`config.mk`:
```
export PLATFORM = sky130hd
export DESIGN_NAME = psc_sram_decode
export DESIGN_NICKNAME = d
export VERILOG_FILES = /design/src/psc_pkg.sv /design/src/psc_burst_if.sv /design/src/psc_burst_counter.sv /design/src/psc_sram_decode.sv
export VERILOG_INCLUDE_DIRS = /design/src
export SDC_FILE = /design/constraint.sdc
export NUM_CORES = 1
export LEC_CHECK = 0
export BUFFER_PORTS_ARGS = -buffer_cell sky130_fd_sc_hd__buf_4
export CAP_MARGIN = 20
export CORE_MARGIN = 4
export CORE_UTILIZATION = 40
export DETAILED_ROUTE_END_ITERATION = 7
export PLACE_DENSITY = 0.72
export SYNTH_ARGS = -nofsm -noshare
export SYNTH_HDL_FRONTEND = slang
export SYNTH_SLANG_ARGS = --single-unit
```
`constraint.sdc`:
```
create_clock -name ref_clk -period 5.3 [get_ports ref_clk]
set_input_delay 1.325 -clock ref_clk [delete_from_list [all_inputs] [get_ports ref_clk]]
set_output_delay 1.325 -clock ref_clk [all_outputs]
set_load 0.05 [all_outputs]
```
`src/psc_defines.svh`:
```
/*
 * Constants for the pipelined burst SRAM cycle decoder: widths, lane masks,
 * clock rate and sleep timing counts.
 * Assumes it is included by bare name from the design modules.
 */
`ifndef PSC_DEFINES_SVH
`define PSC_DEFINES_SVH

`define PSC_ADDR_W        15
`define PSC_BURST_W       2
`define PSC_LANES         4
`define PSC_LANE_DATA_W   8
`define PSC_DATA_W        32
`define PSC_PARITY_W      4
`define PSC_WORD_W        36
`define PSC_LANES_ALL     4'hF
`define PSC_LANES_NONE    4'h0
`define PSC_CLK_PERIOD_NS 40
`define PSC_SLEEP_TCYC    2
`define PSC_SLEEP_CYCLES  2'h2
`define PSC_BURST_ONE     2'h1
`define PSC_BURST_ZERO    2'h0

`endif

```
`src/psc_pkg.sv`:
```
/*
 * Types for the pipelined burst SRAM cycle decoder: access mode and
 * address source.
 * Assumes psc_defines.svh is on the include path.
 */
package psc_pkg;

    // Access mode held between cycles; Gray along idle, read, write, sleep
    typedef enum logic [1:0]
    {
        PSC_IDLE  = 2'b00,
        PSC_READ  = 2'b01,
        PSC_WRITE = 2'b11,
        PSC_SLEEP = 2'b10
    } psc_mode_e;

    // Which address the array sees in the decided cycle
    typedef enum logic [1:0]
    {
        PSC_ADDR_NONE = 2'b00,
        PSC_ADDR_EXT  = 2'b01,
        PSC_ADDR_NEXT = 2'b11,
        PSC_ADDR_CUR  = 2'b10
    } psc_addr_sel_e;

endpackage : psc_pkg

```
`src/psc_burst_if.sv`:
```
/*
 * Carrier between the cycle decoder and its burst counter.
 * Assumes both ends run on the same clock.
 */
`timescale 1ns/1ps
interface psc_burst_if;
    logic       load;     // Seed the counter from the external address
    logic [1:0] seed;     // Two lowest external address bits
    logic       step;     // Advance to the next burst address
    logic       linear;   // High for linear order, low for interleaved
    logic [1:0] curLow;   // Current burst address bits
    logic [1:0] nextLow;  // Address bits after one more step

    modport ctrl (output load, output seed, output step, output linear, input curLow, input nextLow);
    modport cnt  (input load, input seed, input step, input linear, output curLow, output nextLow);
endinterface : psc_burst_if

```
`src/psc_burst_counter.sv`:
```
/*
 * Two-bit wraparound burst counter with interleaved or linear order.
 * Assumes load and step never come together; load wins if they do.
 */
`timescale 1ns/1ps
`include "psc_defines.svh"
module psc_burst_counter
    import psc_pkg::*;
(
    input  wire logic ref_clk,
    input  wire logic rst_n,
    psc_burst_if.cnt  bus
);

    logic [1:0] seed_q;   // Start address bits
    logic [1:0] count_q;  // Steps taken since the start
    logic [1:0] countInc; // Count after one more step

    // Interleaved order flips bits of the start, linear order adds to it
    function automatic logic [1:0] burstAddr(input logic [1:0] seed, input logic [1:0] count,
                                             input logic linear);
        burstAddr = linear ? 2'(seed + count) : (seed ^ count);
    endfunction : burstAddr

    assign countInc    = 2'(count_q + `PSC_BURST_ONE);
    assign bus.curLow  = burstAddr(seed_q, count_q, bus.linear);
    assign bus.nextLow = burstAddr(seed_q, countInc, bus.linear);

    // Seed on a new access, step on each advance; wraps after four
    always_ff @(posedge ref_clk or negedge rst_n)
    begin
        if (!rst_n)
        begin
            seed_q  <= `PSC_BURST_ZERO;
            count_q <= `PSC_BURST_ZERO;
        end
        else if (bus.load)
        begin
            seed_q  <= bus.seed;
            count_q <= `PSC_BURST_ZERO;
        end
        else if (bus.step)
        begin
            count_q <= countInc;
        end
    end

endmodule : psc_burst_counter

```
`src/psc_sram_decode.sv`:
```
/*
 * Cycle decoder and data-pin control of a 32K x 36 pipelined burst SRAM.
 * Decides each edge whether the next cycle is unselected, begin, continue or
 * suspend read or write, or sleep; drives the array port and the data pins.
 * Assumes the bus master runs on ref_clk, so its synchronous pins need no
 * synchroniser; the sleep and burst order pins are asynchronous and are
 * synchronised. The memory array sits outside and reads combinationally.
 */
// Implementation choices: the address map and the address-and-strobe port.
`timescale 1ns/1ps
`include "psc_defines.svh"
// Summary of operation
// - Deselected strobe cycle floats pins, no address
// - Full select with strobe begins external read or write
// - Processor strobe starts read at full select, ignores writes
// - Writes only after processor strobe or controller
// - No strobe, advance low, read: next address
// - No strobe, advance high, read: repeat current
// - Write after processor read uses current address
// - Write burst continues at next address
// - Suspended write burst keeps current address
// - Write request from global or byte enables
// - All write enables high means read
// - Write selected lanes, global writes all four
// - Data pins follow cycle and asynchronous enable
// - Output enable masked during write cycles
// - Read floats when enable high or deselected
// - Read drives all bits when enable low
// - Advance low steps the wraparound burst counter
// - Order select high gives interleaved sequence
// - Order select low gives linear sequence
// - Sleep entry takes two cycles, exit four
module psc_sram_decode
    import psc_pkg::*;
#(
    parameter int ADDR_W = `PSC_ADDR_W,   // Word address width
    parameter int LANES  = `PSC_LANES     // Byte lanes per word
)
(
    input  wire logic                     ref_clk,
    input  wire logic                     rst_n,
    input  wire logic [ADDR_W-1:0]        addr,
    input  wire logic [`PSC_DATA_W-1:0]   dataIn,
    input  wire logic [`PSC_PARITY_W-1:0] parityIn,
    output logic      [`PSC_DATA_W-1:0]   dataOut,
    output logic      [`PSC_PARITY_W-1:0] parityOut,
    output logic                          dataOe,
    input  wire logic                     primary_chip_enable_n,
    input  wire logic                     depth_enable_high,
    input  wire logic                     depth_enable_low_n,
    input  wire logic                     processor_addr_strobe_n,
    input  wire logic                     controller_addr_strobe_n,
    input  wire logic                     burst_advance_n,
    input  wire logic                     global_write_n,
    input  wire logic                     byte_write_enable_n,
    input  wire logic [LANES-1:0]         byte_lane_write_n,
    input  wire logic                     output_enable_n,
    input  wire logic                     sleep_request,
    input  wire logic                     burstOrderSel,
    output logic      [ADDR_W-1:0]        arrayAddr,
    output logic                          arrayRead,
    output logic      [LANES-1:0]         arrayLaneWrite,
    output logic      [`PSC_WORD_W-1:0]   arrayWriteData,
    input  wire logic [`PSC_WORD_W-1:0]   arrayReadData,
    output logic                          sleepActive
);

    // Sleep recovery hold time in nanoseconds
    localparam int SLEEP_NS = `PSC_SLEEP_TCYC * `PSC_CLK_PERIOD_NS;

    // Synchronisers for the asynchronous pins
    logic sleepMeta_q;            // First stage, read only by the second
    logic sleepSync_q;            // Sleep level in the clock domain
    logic orderMeta_q;            // First stage of the order select
    logic orderSync_q;            // High selects interleaved order

    // Sleep and access state
    logic [1:0]    sleepHold_d;   // Cycles of sleep still to keep
    logic [1:0]    sleepHold_q;
    psc_mode_e     mode_d;        // Access kind decided for this cycle
    psc_mode_e     mode_q;
    psc_addr_sel_e addrSel;       // Address source of the decided cycle

    // Array port and output stage registers
    logic [ADDR_W-1:0]        arrayAddr_d;
    logic [ADDR_W-1:0]        arrayAddr_q;
    logic [ADDR_W-1:2]        base_q;        // Upper address bits of the burst
    logic                     arrayRead_d;
    logic                     arrayRead_q;
    logic [LANES-1:0]         laneWrite_d;
    logic [LANES-1:0]         laneWrite_q;
    logic [`PSC_WORD_W-1:0]   writeData_q;
    logic [`PSC_DATA_W-1:0]   dataOut_q;
    logic [`PSC_PARITY_W-1:0] parityOut_q;
    logic                     outValid_d;    // Output register holds read data
    logic                     outValid_q;
    logic                     sleepActive_q;

    // Decoded controls
    logic       sleeping;       // Sleep level or recovery in progress
    logic       fullSelect;     // All three chip enables active
    logic       anyStrobe;      // Either address strobe low
    logic       procStart;      // Processor strobe accepted
    logic       ctrlStart;      // Controller strobe accepted
    logic       unselected;     // Controller strobe, or processor strobe with primary enable low, while not fully selected
    logic       noStrobe;       // No new strobe accepted
    logic       burstOpen;      // An access is in progress to continue
    logic       writeReq;       // Write requested by the enables
    logic [LANES-1:0] laneMask; // Lanes a write would update
    logic       advance;        // Burst advance requested

    psc_burst_if burst ();

    psc_burst_counter u_burst_counter
    (
        .ref_clk (ref_clk),
        .rst_n   (rst_n),
        .bus     (burst.cnt)
    );

    // Two-flop synchronisers; order select resets high as a floating pin does
    always_ff @(posedge ref_clk or negedge rst_n)
    begin
        if (!rst_n)
        begin
            sleepMeta_q <= 1'b0;
            sleepSync_q <= 1'b0;
            orderMeta_q <= 1'b1;
            orderSync_q <= 1'b1;
        end
        else
        begin
            sleepMeta_q <= sleep_request;
            sleepSync_q <= sleepMeta_q;
            orderMeta_q <= burstOrderSel;
            orderSync_q <= orderMeta_q;
        end
    end

    // The two synchroniser stages make up the entry delay; the hold counter
    // keeps the decoder asleep for the recovery after release
    assign sleepHold_d = sleepSync_q ? `PSC_SLEEP_CYCLES
                       : (sleepHold_q != `PSC_BURST_ZERO) ? 2'(sleepHold_q - `PSC_BURST_ONE)
                       : `PSC_BURST_ZERO;
    assign sleeping    = sleepSync_q | (sleepHold_q != `PSC_BURST_ZERO);

    // Write request and lane selection
    assign writeReq = ~global_write_n
                    | (~byte_write_enable_n & ~(&byte_lane_write_n));
    assign laneMask = ~global_write_n ? `PSC_LANES_ALL
                    : ~byte_write_enable_n ? ~byte_lane_write_n
                    : `PSC_LANES_NONE;

    // Chip select and strobe decode
    assign fullSelect = ~primary_chip_enable_n & depth_enable_high & ~depth_enable_low_n;
    assign anyStrobe  = ~processor_addr_strobe_n | ~controller_addr_strobe_n;
    // Primary enable high masks the processor strobe but not the controller one
    assign unselected = (primary_chip_enable_n & ~controller_addr_strobe_n)
                      | (~primary_chip_enable_n & ~fullSelect & anyStrobe);
    assign procStart  = fullSelect & ~processor_addr_strobe_n;
    assign ctrlStart  = fullSelect & processor_addr_strobe_n & ~controller_addr_strobe_n;
    assign noStrobe   = ~unselected & ~procStart & ~ctrlStart;
    assign burstOpen  = (mode_q == PSC_READ) | (mode_q == PSC_WRITE);
    assign advance    = ~burst_advance_n;

    // Cycle decision; sleep overrides every other control
    always_comb
    begin
        mode_d  = PSC_IDLE;
        addrSel = PSC_ADDR_NONE;
        if (sleeping)
        begin
            mode_d = PSC_SLEEP;
        end
        else if (unselected)
        begin
            mode_d = PSC_IDLE;
        end
        else if (procStart)
        begin
            // Write enables are ignored in this cycle
            mode_d  = PSC_READ;
            addrSel = PSC_ADDR_EXT;
        end
        else if (ctrlStart)
        begin
            // Controller strobe writes in its own cycle
            mode_d  = writeReq ? PSC_WRITE : PSC_READ;
            addrSel = PSC_ADDR_EXT;
        end
        else if (noStrobe && burstOpen)
        begin
            // Continue or suspend; a write here follows an earlier access
            mode_d  = writeReq ? PSC_WRITE : PSC_READ;
            addrSel = advance ? PSC_ADDR_NEXT : PSC_ADDR_CUR;
        end
        else
        begin
            // No access open: nothing to continue
            mode_d = PSC_IDLE;
        end
    end

    // Burst counter control
    assign burst.load   = (addrSel == PSC_ADDR_EXT);
    assign burst.seed   = addr[1:0];
    assign burst.step   = (addrSel == PSC_ADDR_NEXT);
    assign burst.linear = ~orderSync_q;

    // Array address and strobes for the decided cycle
    assign arrayAddr_d = (addrSel == PSC_ADDR_EXT)  ? addr
                       : (addrSel == PSC_ADDR_NEXT) ? {base_q, burst.nextLow}
                       : (addrSel == PSC_ADDR_CUR)  ? {base_q, burst.curLow}
                       : arrayAddr_q;
    assign arrayRead_d = (mode_d == PSC_READ);
    assign laneWrite_d = (mode_d == PSC_WRITE) ? laneMask : `PSC_LANES_NONE;

    // Read data is shown only while the decided cycle is still a read, so a
    // write, a deselect or sleep floats the pins at once
    assign outValid_d = arrayRead_q & (mode_d == PSC_READ);

    // Mode and sleep state
    always_ff @(posedge ref_clk or negedge rst_n)
    begin
        if (!rst_n)
        begin
            mode_q        <= PSC_IDLE;
            sleepHold_q   <= `PSC_BURST_ZERO;
            sleepActive_q <= 1'b0;
        end
        else
        begin
            mode_q        <= mode_d;
            sleepHold_q   <= sleepHold_d;
            sleepActive_q <= sleeping;
        end
    end

    // Array port registers; write data taken at the write edge
    always_ff @(posedge ref_clk or negedge rst_n)
    begin
        if (!rst_n)
        begin
            arrayAddr_q <= '0;
            base_q      <= '0;
            arrayRead_q <= 1'b0;
            laneWrite_q <= `PSC_LANES_NONE;
            writeData_q <= '0;
        end
        else
        begin
            arrayAddr_q <= arrayAddr_d;
            arrayRead_q <= arrayRead_d;
            laneWrite_q <= laneWrite_d;
            if (addrSel == PSC_ADDR_EXT)
            begin
                base_q <= addr[ADDR_W-1:2];
            end
            if (mode_d == PSC_WRITE)
            begin
                writeData_q <= {parityIn, dataIn};
            end
        end
    end

    // Pipelined output register, loaded one edge after the read address
    always_ff @(posedge ref_clk or negedge rst_n)
    begin
        if (!rst_n)
        begin
            dataOut_q   <= '0;
            parityOut_q <= '0;
            outValid_q  <= 1'b0;
        end
        else
        begin
            outValid_q <= outValid_d;
            if (arrayRead_q)
            begin
                dataOut_q   <= arrayReadData[`PSC_DATA_W-1:0];
                parityOut_q <= arrayReadData[`PSC_WORD_W-1:`PSC_DATA_W];
            end
        end
    end

    // Output enable is never sampled, so the pin enable has to be a gate;
    // the write mode term keeps the drivers off even if the master is late
    // raising output enable before a write
    assign dataOe = outValid_q & ~output_enable_n & (mode_q != PSC_WRITE);

    assign dataOut        = dataOut_q;
    assign parityOut      = parityOut_q;
    assign arrayAddr      = arrayAddr_q;
    assign arrayRead      = arrayRead_q;
    assign arrayLaneWrite = laneWrite_q;
    assign arrayWriteData = writeData_q;
    assign sleepActive    = sleepActive_q;

endmodule : psc_sram_decode

```
==> results of run 1 <==
-- registers in the layout, summed over array words and instances (netlist names), 2 cells and up --
register and count:
sleepHold_q 2, dataOut 32, u_burst_counter.seed_q 2, arrayAddr 15
arrayLaneWrite 4, base_q 13, parityOut 4, mode_q 2
u_burst_counter.count_q 2, arrayWriteData 36
-- final timing paths --
path	cells after the start	to	slack (ns)
worst max-delay path	3	dataOe	2.12
worst min-delay path	0	orderSync_q	0.36
worst max register to register	5	arrayWriteData[6]	3.08
worst min register to register	0	orderSync_q	0.36
max in group asynchronous	2	orderSync_q	3.11
min in group asynchronous	1	parityOut[2]	1.08
-- through the flow --
step	instance area (sq um)	worst slack, ns	utilization (%)
finish	6940	2.12	59.8
global placement	6410	2.02	55.2
CTS	6940	2.08	59.8
floorplan	4840	1.49	-
global route	6940	2.06	59.8
detailed placement	6410	1.96	55.2
-- power groups by stage --
stage	Combinational [W]	Sequential (W)	Clock, W
after CTS	0.000781	0.00111	0.00103
after global routing	0.000807	0.00113	0.00107
after global placement	0.000766	0.00112	0
after floorplan	0.000151	0.00146	0
after detailed placement	0.000782	0.00113	0
final	0.000772	0.00111	0.000999
-- final cells by class --
type / count / area (sq um)
Sequential cell: 119 / 2980
Timing Repair Buffer: 200 / 1500
Tap cell: 143 / 179
Inverter: 5 / 18.8
Clock inverter: 15 / 108
Fill cell: 934 / 4670
Clock buffer: 17 / 425
Multi-Input combinational cell: 166 / 1730
-- critical path, cell delays in order --
cell	delay [ns]
buf_4	0.11
a211oi_1	0.18
buf_4	0.24
-- kinds of logic (layout without fill, tap and decap cells) --
logic type | count (synthesis) | in the layout | synth area share [%]
flops | 119 | 119 | 61.6
mux | 87 | 87 | 23.1
compound gates | 53 | 53 | 8.46
simple gates | 21 | 21 | 2.64
buf+inv | 21 | 237 | 2.87
xor+xnor | 3 | 3 | 0.828
fa+ha+maj | 2 | 2 | 0.517
-- routing by layer --
layer	GRT usage, %	part of all wire (%)
met1	19.1	42
met3	6.58	8.3
met4	5.27	1.8
met5	0	0
met2	25.8	48
-- cells in the final DEF, fill, tap and decap left out, types with 2 or more instances in the layout --
| cell type | count |
|---|---|
| a2bb2oi_1 | 13 |
| inv_1 | 3 |
| ha_1 | 2 |
| nor2b_1 | 2 |
| a21o_1 | 3 |
| o21ai_0 | 2 |
| o22ai_1 | 14 |
| nor4_1 | 2 |
| clkinv_2 | 5 |
| nor3b_1 | 2 |
| mux2_2 | 51 |
| clkinvlp_4 | 4 |
| mux2_4 | 36 |
| buf_4 | 200 |
| dfstp_2 | 2 |
| clkinv_4 | 5 |
| xnor2_1 | 2 |
| o21a_1 | 4 |
| clkbuf_16 | 17 |
| a211oi_1 | 2 |
| nor2_1 | 4 |
| a22o_1 | 2 |
| nand2_1 | 3 |
| a21oi_1 | 3 |
| and2_1 | 2 |
| dfrtp_1 | 117 |
==> key figures, run 1 <==
Clocking
  • Num CTS Buffers: 17
  • Worst skew pair latency: 0.39 ns
  • Clock root cell: clkbuf_16
  • CTS Sinks: approximately 120
  • Cts-stage hold buffer count: 0
  • Clock Path Buffers: 2
  • Clk pin slew, worst setup/hold paths: approximately 0.050 ns
  • CTS tree: yes
  • Post-CTS Setup Repair Bufs: 0
  • H-tree depth: 4
  • Post-cts sizing count: 0

Floorplan
  • Die area: 13900 sq um
  • Core area: 11600 sq um
  • Width of the die: 118 microns
  • Die height: approximately 120 microns
  • Site Rows: 39
  • IO Count: approximately 200
  • Starting Density: a little over two fifths

Setup path
  • R2R Path Start: sleepHold_q[1]
  • Worst EP required: slightly below 4 ns
  • Setup crit end kind: output port
  • Worst Setup SP: output_enable_n
  • Critical path type: in -> out
  • CP Max Fanout: 1
  • Crit start category: input port
  • CP Data Arrival Time: roughly 1.9 ns

Logic synthesis
  • Post-synth EDFFs: 0
  • Synth async-reset ratio: 100%
  • Sequential share of the synthesized area: just over 60%
  • Synthesized area per cell: around 16 sq um
  • Yosys reg bits: 119
  • Yosys cell types: 43
  • Syn Std Cell Area: 4840 sq um
  • Top post-synthesis cells by area: dfrtp_1 61%, mux2_2 12%, mux2_4 11%, a2bb2oi_1 2.4%, o22ai_1 1.8%
  • Syn Nets: roughly 410
  • Post-synth top cells: 117 x dfrtp_1, 51 x mux2_2, 36 x mux2_4, 14 x o22ai_1, 13 x a2bb2oi_1
  • Area share of the largest cell type after synthesis: 60.5%
  • Top_reg_cell synth: dfrtp_1
  • Area leader, netlist: dfrtp_1
  • Count leader, synth: dfrtp_1
  • Ys Warns: 0
  • Synth Instances: 306

Timing
  • Clock Skew: roughly 0.0053 ns
  • Worst slew pin tran: approximately 0.96 ns
  • RSZ-0062 raised after global routing: no
  • Final-report hold violation count: 0
  • Period utilisation layout: about three fifths
  • Max Freq: between 300 and 400 MHz
  • Fin Hold WS: roughly 0.36 ns
  • Rel. slew slack: roughly 36%
  • Final setup fails: 0
  • Setup TNS: 0 ns
  • Period minus WS final: 3.18 ns
  • Max-slew violations: 0

Global routing
  • Antenna violations before repair: 0
  • First-pass GRT wire length: roughly 18 mm
  • Largest net degree at the start of global routing: just under 80
  • Grt ovf: 0
  • Vias in the first global route: ~3500
  • Tot GR Track Use: between 10% and 20%

Job
  • Maxcap violations: 0

Detailed routing
  • Via Count: about 3300
  • Wirelength per Cell: between 15 and 20 microns
  • Total length of routed wires: between 10 and 15 mm
  • Routed Antenna Nets: 0
  • Vias/cell: approximately 4.9
  • DRC: 0
  • DR pass1 iterations: 4
  • DR iter-0 viols: approximately 120

Finish
  • Share of cells above drive strength 1: about 63%
  • Nets: 615
  • P&R area growth vs syn: 43.5%
  • Cell Count, Final, Fillers Out: about 670
  • Antenna diode count: 0

Pwr
  • Power share of the combinational group: 26.8%
  • Switching power: 0.000960 W
  • Overall power: between 0.002 and 0.003 W
  • P_int: ~0.0019 W
  • Clock group share of total power: 34.6%
  • Switching share of power: approximately a third
  • Peak VDD IR: 188 uV
  • PwrDens: 416 nW/um^2
  • Reg power frac: 38.6%
  • Leakage power total: between 3 and 4 nW

Placed design
  • Dpl cells: about 630
  • DP HPWL: around 8.3 mm
  • Port buffer count: just under 200
  • RePlAce Congestion: ~0.77

Outcome
  • Status: completed

Hold path
  • Worst hold path type: reg -> reg
  • Worst hold start: orderMeta_q
No activity file was read; power rests on OpenSTA's default activity.
==> run 2: changes to the inputs <==
--- a/config.mk
+++ b/config.mk
@@ -6,12 +6,13 @@
 export SDC_FILE = /design/constraint.sdc
 export NUM_CORES = 1
 export LEC_CHECK = 0
+export ABC_AREA = 1
 export BUFFER_PORTS_ARGS = -buffer_cell sky130_fd_sc_hd__buf_4
 export CAP_MARGIN = 20
 export CORE_MARGIN = 4
 export CORE_UTILIZATION = 40
 export DETAILED_ROUTE_END_ITERATION = 7
-export PLACE_DENSITY = 0.72
+export PLACE_DENSITY = 0.75
 export SYNTH_ARGS = -nofsm -noshare
 export SYNTH_HDL_FRONTEND = slang
 export SYNTH_SLANG_ARGS = --single-unit
==> constraint.sdc (replaced) <==
create_clock -name ref_clk -period 2.8 [get_ports ref_clk]
set_input_delay 0.7 -clock ref_clk [delete_from_list [all_inputs] [get_ports ref_clk]]
set_output_delay 0.7 -clock ref_clk [all_outputs]
set_load 0.05 [all_outputs]
==> run 2 against run 1 <==
Effect of this change:
- area after synthesis increased by 0.34%
- flip-flop and latch count unchanged
- core utilization increased by 0.81 points
- register-to-register slack got worse by 2.2 ns
- wire length increased by 9.1%
- total power increased by 110%
- clock-buffer cell count increased by 1
- die area increased by 0.31%
- global-route usage increased by 1.7 points
- critical path depth increased by 6
- largest cell class unchanged
==> key figures, run 2 <==
Outcome
  • Status: completed

Floorplan
  • Starting Density: 41.6% (about the same)
  • Die area: 14000 sq um (+0.31%)
  • Die height: 118 microns (+0.16%)
  • IO Count: 198 (unchanged)
  • Core area: 11700 sq um (+0.42%)
  • Site Rows: 39 (unchanged)
  • Width of the die: 118 microns (+0.16%)

Logic synthesis
  • Ys Warns: 0 (unchanged)
  • Synthesized area per cell: 10.1 sq um (-36%)
  • Area leader, netlist: dfrtp_1
  • Area share of the largest cell type after synthesis: 60.3% (-0.20 points)
  • Top post-synthesis cells by area: dfrtp_1 60%, nand2_1 15%, mux2_2 8.4%, inv_1 3.2%, o21a_1 2.3%
  • Syn Std Cell Area: 4850 sq um (+0.34%)
  • Yosys reg bits: 119 (unchanged)
  • Yosys cell types: 27 (-37%)
  • Synth Instances: 482 (+58%)
  • Syn Nets: 588 (+43%)
  • Synth async-reset ratio: 100% (unchanged)
  • Post-synth top cells: 191 x nand2_1, 117 x dfrtp_1, 42 x inv_1, 36 x mux2_2, 18 x nand3_1
  • Sequential share of the synthesized area: 61.4% (-0.21 points)
  • Post-synth EDFFs: 0 (unchanged)
  • Count leader, synth: nand2_1
  • Top_reg_cell synth: dfrtp_1

Setup path
  • Critical path type: in -> reg
  • Slowest cell on crit path: inv_2
  • CP Max Fanout: 38 (+37)
  • CP Data Arrival Time: 2.28 ns (+0.42 ns)
  • Crit start category: input port
  • Most frequent CP cell: nand2_1
  • Crit path largest cell delay: 0.31 ns (+0.07 ns)
  • Setup crit end kind: register
  • Critical-path cell list: buf_4 > nor2_2 > nand3_1 > nand3_2 > nand2_4 > nor2_4 > inv_2 > nand2_1 > nand2_1
  • Worst EP required: 3.09 ns (-0.88 ns)

Detailed routing
  • Via Count: 3930 (+20%)
  • Total length of routed wires: 12.1 mm (+9.1%)
  • DR pass1 iterations: 5 (+1)
  • DRC: 0 (unchanged)
  • Wirelength per Cell: 14.3 microns (-14%)
  • Vias/cell: 4.66 (-5.1%)
  • Routed Antenna Nets: 0 (unchanged)
  • DR iter-0 viols: 202 (+67%)

Timing
  • Setup TNS: 0 ns (unchanged)
  • Max-slew violations: 0 (unchanged)
  • Rel. slew slack: 59.4% (+24 points)
  • Max Freq: between 500 and 600 MHz
  • Final-report hold violation count: 0 (unchanged)
  • Period utilisation layout: 70.9%
  • Worst slew pin tran: 0.609 ns (-0.356 ns)
  • Final setup fails: 0 (unchanged)
  • Clock Skew: 0.0136 ns (+0.00827 ns)
  • Fin Hold WS: 0.230 ns (-0.130 ns)
  • RSZ-0062 raised after global routing: no
  • Period minus WS final: 1.99 ns

Finish
  • Antenna diode count: 0 (unchanged)
  • Final Util: 60.6% (+0.81 points)
  • Nets: 793 (+29%)
  • Max reg flops: 36 (unchanged)
  • Filler cells: 972 (+4.1%)
  • Share of cells above drive strength 1: 41.3% (-21 points)
  • Commonest non-fill, non-tap cell in the layout: buf_4
  • Cell Count, Final, Fillers Out: 843 (+27%)
  • Most frequent cells in the layout: 202 x buf_4, 191 x nand2_1, 117 x dfrtp_1, 42 x inv_1, 36 x mux2_2
  • P&R area growth vs syn: 45.6%

Pwr
  • Leakage power total: 3.98 nW (+9.8%)
  • PwrDens: 840 nW/um^2 (+100%)
  • Overall power: 0.00594 W (+110%)
  • Peak VDD IR: 482 uV (+160%)

Global routing
  • Grt ovf: 0 (unchanged)
  • Vias in the first global route: 4046 (+15%)
  • Largest net degree at the start of global routing: 42 (-47%)
  • Antenna violations before repair: 0 (unchanged)
  • First-pass GRT wire length: 19.9 mm (+12%)
  • Tot GR Track Use: 17.6% (+1.7 points)

Clocking
  • Clock Path Buffers: 2 (unchanged)
  • H-tree depth: 4 (unchanged)
  • Clock root cell: clkbuf_16
  • CTS tree: yes
  • Num CTS Buffers: 17 (unchanged)
  • CTS Sinks: 119 (unchanged)
  • Clk pin slew, worst setup/hold paths: 0.06 ns (about the same)
  • Post-CTS Setup Repair Bufs: 0 (unchanged)
  • Worst skew pair latency: 0.41 ns (+0.02 ns)
  • Cts-stage hold buffer count: 0 (unchanged)
  • Post-cts sizing count: 0 (unchanged)

Placed design
  • RePlAce Congestion: 0.857 (+12%)
  • Dpl cells: 811 (+28%)
  • Port buffer count: 197 (unchanged)
  • DP HPWL: 8.92 mm (+8.0%)

Job
  • Maxcap violations: 0 (unchanged)

Hold path
  • Worst hold path type: in -> async
run 2: final timing paths:
kind / from / slack [ns] / cells past startpoint / endpoint
setup / recovery: depth_enable_low_n / 0.81 / 9 / arrayWriteData[24]
hold / removal: rst_n / 0.23 / 1 / arrayWriteData[15]
setup reg to reg: sleepHold_q[0] / 0.89 / 8 / arrayWriteData[24]
hold reg to reg: sleepMeta_q / 0.35 / 0 / sleepSync_q
max in group asynchronous: rst_n / 1.89 / 2 / dataOut[7]
min in group ref_clk: sleepMeta_q / 0.35 / 0 / sleepSync_q
run 2: final cells by class:
class	count	area (sq um)	area share, %
Clock inverter	14	175	2.48
Timing Repair Buffer	203	1540	21.8
Sequential cell	119	2980	42.2
Inverter	48	180	2.55
Clock buffer	18	439	6.22
Multi-Input combinational cell	298	1570	22.3
Tap cell	143	179	2.53
run 2: cells by family after synthesis:
logic type                 count (synthesis)  synth area share [%]
AOI/OAI and AO/OA                         23                  3.20
buffers and inverters                     65                  6.16
and+or+nand+nor                          237                  20.3
adders and majority gates                  2                 0.516
muxes                                     36                  8.35
DFF                                      119                  61.4
run 2: routing by layer:
layer / track usage [%] / part of all wire (%)
met5: 0 / 0
met4: 6.96 / 2.1
met3: 5.44 / 6.3
met2: 29.7 / 50
met1: 21.1 / 41
run 2: per-stage QoR:
| stage | setup slack (ns) | area [sq um] |
|---|---|---|
| after floorplan | 0.746 | 4850 |
| after global placement | 0.532 | 6450 |
| after detailed placement | 0.393 | 6450 |
| after CTS | 0.819 | 7060 |
| after global routing | 0.611 | 7060 |
| final | 0.814 | 7060 |
run 2: worst max-delay path, delay by kind of cell:
family,cells,cell delay (ns)
buf+inv,2,0.42
simple gates,7,1.14
run 2: power by group:
part,internal (W),switching [W]
logic,0.000545,0.00105
clock network,0.00143,0.000786
registers,0.00199,0.000138
total,0.00396,0.00197
==> run 3: changes to the inputs <==
--- a/config.mk
+++ b/config.mk
@@ -6,13 +6,13 @@
 export SDC_FILE = /design/constraint.sdc
 export NUM_CORES = 1
 export LEC_CHECK = 0
-export ABC_AREA = 1
+export ABC_AREA = 0
 export BUFFER_PORTS_ARGS = -buffer_cell sky130_fd_sc_hd__buf_4
 export CAP_MARGIN = 20
 export CORE_MARGIN = 4
 export CORE_UTILIZATION = 40
 export DETAILED_ROUTE_END_ITERATION = 7
-export PLACE_DENSITY = 0.75
+export PLACE_DENSITY = 0.72
 export SYNTH_ARGS = -nofsm -noshare
 export SYNTH_HDL_FRONTEND = slang
 export SYNTH_SLANG_ARGS = --single-unit
==> constraint.sdc (replaced) <==
create_clock -name ref_clk -period 1.88 [get_ports ref_clk]
set_input_delay 0.47 -clock ref_clk [delete_from_list [all_inputs] [get_ports ref_clk]]
set_output_delay 0.47 -clock ref_clk [all_outputs]
set_load 0.05 [all_outputs]
==> run 3 against run 2 <==
Effect of this change:
- combinational power is 40% higher
- wire length is 0.19% higher
- critical path depth is 3 lower
- via count is 13% lower
- critical endpoint is now arrayWriteData[15]
==> key figures, run 3 (synthesis results as in run 1) <==
Pwr
  • Leakage power total: 3.82 nW (-4.0%)
  • PwrDens: 1180 nW/um^2 (+40%)
  • Overall power: 0.00860 W (+45%)
  • Peak VDD IR: 529 uV (+9.6%)

Timing
  • Rel. slew slack: 65.1% (+5.7 points)
  • Max Freq: about 540 MHz
  • Period minus WS final: 1.85 ns
  • Final setup fails: 0 (unchanged)
  • Clock Skew: 0.0142 ns (+0.000627 ns)
  • Max-slew violations: 0 (unchanged)
  • Worst slew pin tran: 0.524 ns (-0.0852 ns)
  • Period utilisation layout: a little over nine tenths
  • Final-report hold violation count: 0 (unchanged)
  • RSZ-0062 raised after global routing: yes
  • Final worst slack: 0.0278 ns (-0.786 ns)

Detailed routing
  • DR pass1 iterations: 4 (-1)
  • Routed Antenna Nets: 0 (unchanged)
  • Vias/cell: 4.95 (+6.2%)
  • DR iter-0 viols: 162 (-20%)
  • DRC: 0 (unchanged)
  • Total length of routed wires: 12.1 mm (+0.19%)
  • Via Count: 3417 (-13%)
  • Wirelength per Cell: 17.5 microns (+22%)

Floorplan
  • Site Rows: 39 (unchanged)
  • Starting Density: 41.6% (about the same)
  • Die height: 118 microns (-0.16%)
  • IO Count: 198 (unchanged)
  • Width of the die: 118 microns (-0.16%)
  • Die area: 13900 sq um (-0.31%)
  • Core area: 11600 sq um (-0.42%)

Global routing
  • First-pass GRT wire length: 20.0 mm (+0.52%)
  • Met3 usage: 8.07% (+2.6 points)
  • Met2 Use GR: 28.0% (-1.7 points)
  • Grt ovf: 0 (unchanged)
  • Tot GR Track Use: 17.9% (+0.32 points)
  • Largest net degree at the start of global routing: 44 (+4.8%)
  • Antenna violations before repair: 0 (unchanged)
  • Vias in the first global route: 3845 (-5.0%)
  • GRT met1 Usage: 22.7% (+1.6 points)
  • GRT Max-Usage Layer: met2

Setup path
  • Reg2Reg Depth: 6 (-2)
  • Reg2reg end: arrayWriteData[15]
  • Crit path largest cell delay: 0.41 ns (+0.10 ns)
  • Slowest cell on crit path: dfrtp_1
  • Setup slack, reg-to-reg: 0.03 ns (-0.86 ns)
  • Critical path type: reg -> reg
  • Worst EP required: 2.16 ns (-0.93 ns)
  • R2R Path Start: sleepHold_q[0]
  • CP Data Arrival Time: 2.13 ns (-0.15 ns)
  • CP Max Fanout: 23 (-39%)
  • Crit start category: register
  • Setup crit end kind: register
  • Critical-path cell list: nor3_4 > inv_2 > a21o_1 > a221o_4 > buf_12 > mux2_4

Finish
  • P&R area growth vs syn: 50.9%
  • Share of cells above drive strength 1: 64.5% (+23 points)
  • Max reg flops: 36 (unchanged)
  • Commonest non-fill, non-tap cell in the layout: buf_4
  • Filler cells: 880 (-9.5%)
  • Nets: 642 (-19%)
  • Multi-input gate area: 1740 sq um (+11%)
  • Register area: 2980 sq um (unchanged)
  • Most frequent cells in the layout: 220 x buf_4, 117 x dfrtp_1, 51 x mux2_2, 36 x mux2_4, 17 x clkbuf_16
  • Final Instance Area: 7300 sq um (+3.3%)
  • Antenna diode count: 0 (unchanged)

Clocking
  • Worst skew pair latency: 0.40 ns (about the same)
  • Clock root cell: clkbuf_16
  • CTS tree: yes
  • H-tree depth: 4 (unchanged)
  • Clk pin slew, worst setup/hold paths: 0.05 ns (about the same)
  • Clock Path Buffers: 2 (unchanged)
  • CTS Sinks: 119 (unchanged)
  • Num CTS Buffers: 17 (unchanged)

Job
  • Maxcap violations: 0 (unchanged)

Hold path
  • Worst hold path type: in -> async

Outcome
  • Status: completed

Placed design
  • RePlAce Congestion: 0.755 (-12%)
  • Post-DP Area: 6670 sq um (+3.4%)
  • DP HPWL: 8.95 mm (+0.26%)
  • Setup WS pre-CTS: -0.325 ns (-0.718 ns)
  • Port buffer count: 197 (unchanged)
## run 3: cell count changes in the layout (fill, tap and decap cells not counted), sizes merged, moves of 6 or more
cell     change
nand3       -23
nand4        -6
o22ai       +13
nand2      -189
inv         -46
buf         +24
nor2         -7
a2bb2oi     +13
mux2        +51
o21a        -11
## run 3: worst max-delay path by stage
stage                     cells after the start  slack (ns)                   from                 end
after floorplan                               6       -0.21  primary_chip_enable_n  arrayWriteData[29]
after global placement                        6       -0.27  primary_chip_enable_n   arrayWriteData[4]
after detailed placement                      6       -0.33  primary_chip_enable_n  arrayWriteData[28]
after CTS                                     6        0.01         sleepHold_q[0]  arrayWriteData[34]
after global routing                          6       -0.04         sleepHold_q[0]  arrayWriteData[28]
final                                         6        0.03         sleepHold_q[0]  arrayWriteData[15]
## run 3: per-stage QoR
step / util [%] / hold slack (ns) / instances / TNS (ns)
4_1_cts: 62.7 / 0.0568 / 689 / 0
2_1_floorplan: - / 0.174 / 306 / -9.25
6_report: 62.8 / 0.0545 / 690 / 0
3_5_place_dp: 57.4 / 0.345 / 657 / -16.99
5_1_grt: 62.8 / 0.0756 / 690 / -0.803
3_3_place_gp: 57.4 / 0.340 / 657 / -13.90
## run 3: worst max-delay path, delay by kind of cell, from the launching register on
| family | cells | cell delay [ns] |
|---|---|---|
| buffers and inverters | 2 | 0.26 |
| and+or+nand+nor | 1 | 0.21 |
| AOI/OAI and AO/OA | 2 | 0.55 |
| muxes | 1 | 0.31 |
| DFF | 1 | 0.41 |
## run 3: cell type report
class / count / area share, %
inverters: 5 / 0.257
repair buffers: 227 / 24.4
multi-input cells: 166 / 23.9
flip-flops and latches: 119 / 40.8
clock buffers: 21 / 6.45
clock inverters: 9 / 1.71
well taps: 143 / 2.45
## run 3: what timing repair did
item | CTS | global route
hold buffers | 0 | 0
setup buffers | 2 | 1
pin swaps | 1 | 0
gates resized for setup | 1 | 2
setup endpoints to repair | 36 | 37
## run 3: power breakdown
part | internal [W] | switching (W) | leakage [nW] | total, W
Sequential | 0.00293 | 0.000209 | 1.56 | 0.00314
Clock | 0.00216 | 0.00108 | 0.291 | 0.00324
Combinational | 0.000851 | 0.00137 | 1.97 | 0.00222
## run 3: routing by layer
metal,wire (microns),up-vias
met5,0,-
met4,75,0
met1,5250,1658
met2,5600,167
met3,1180,6
li1,-,1586
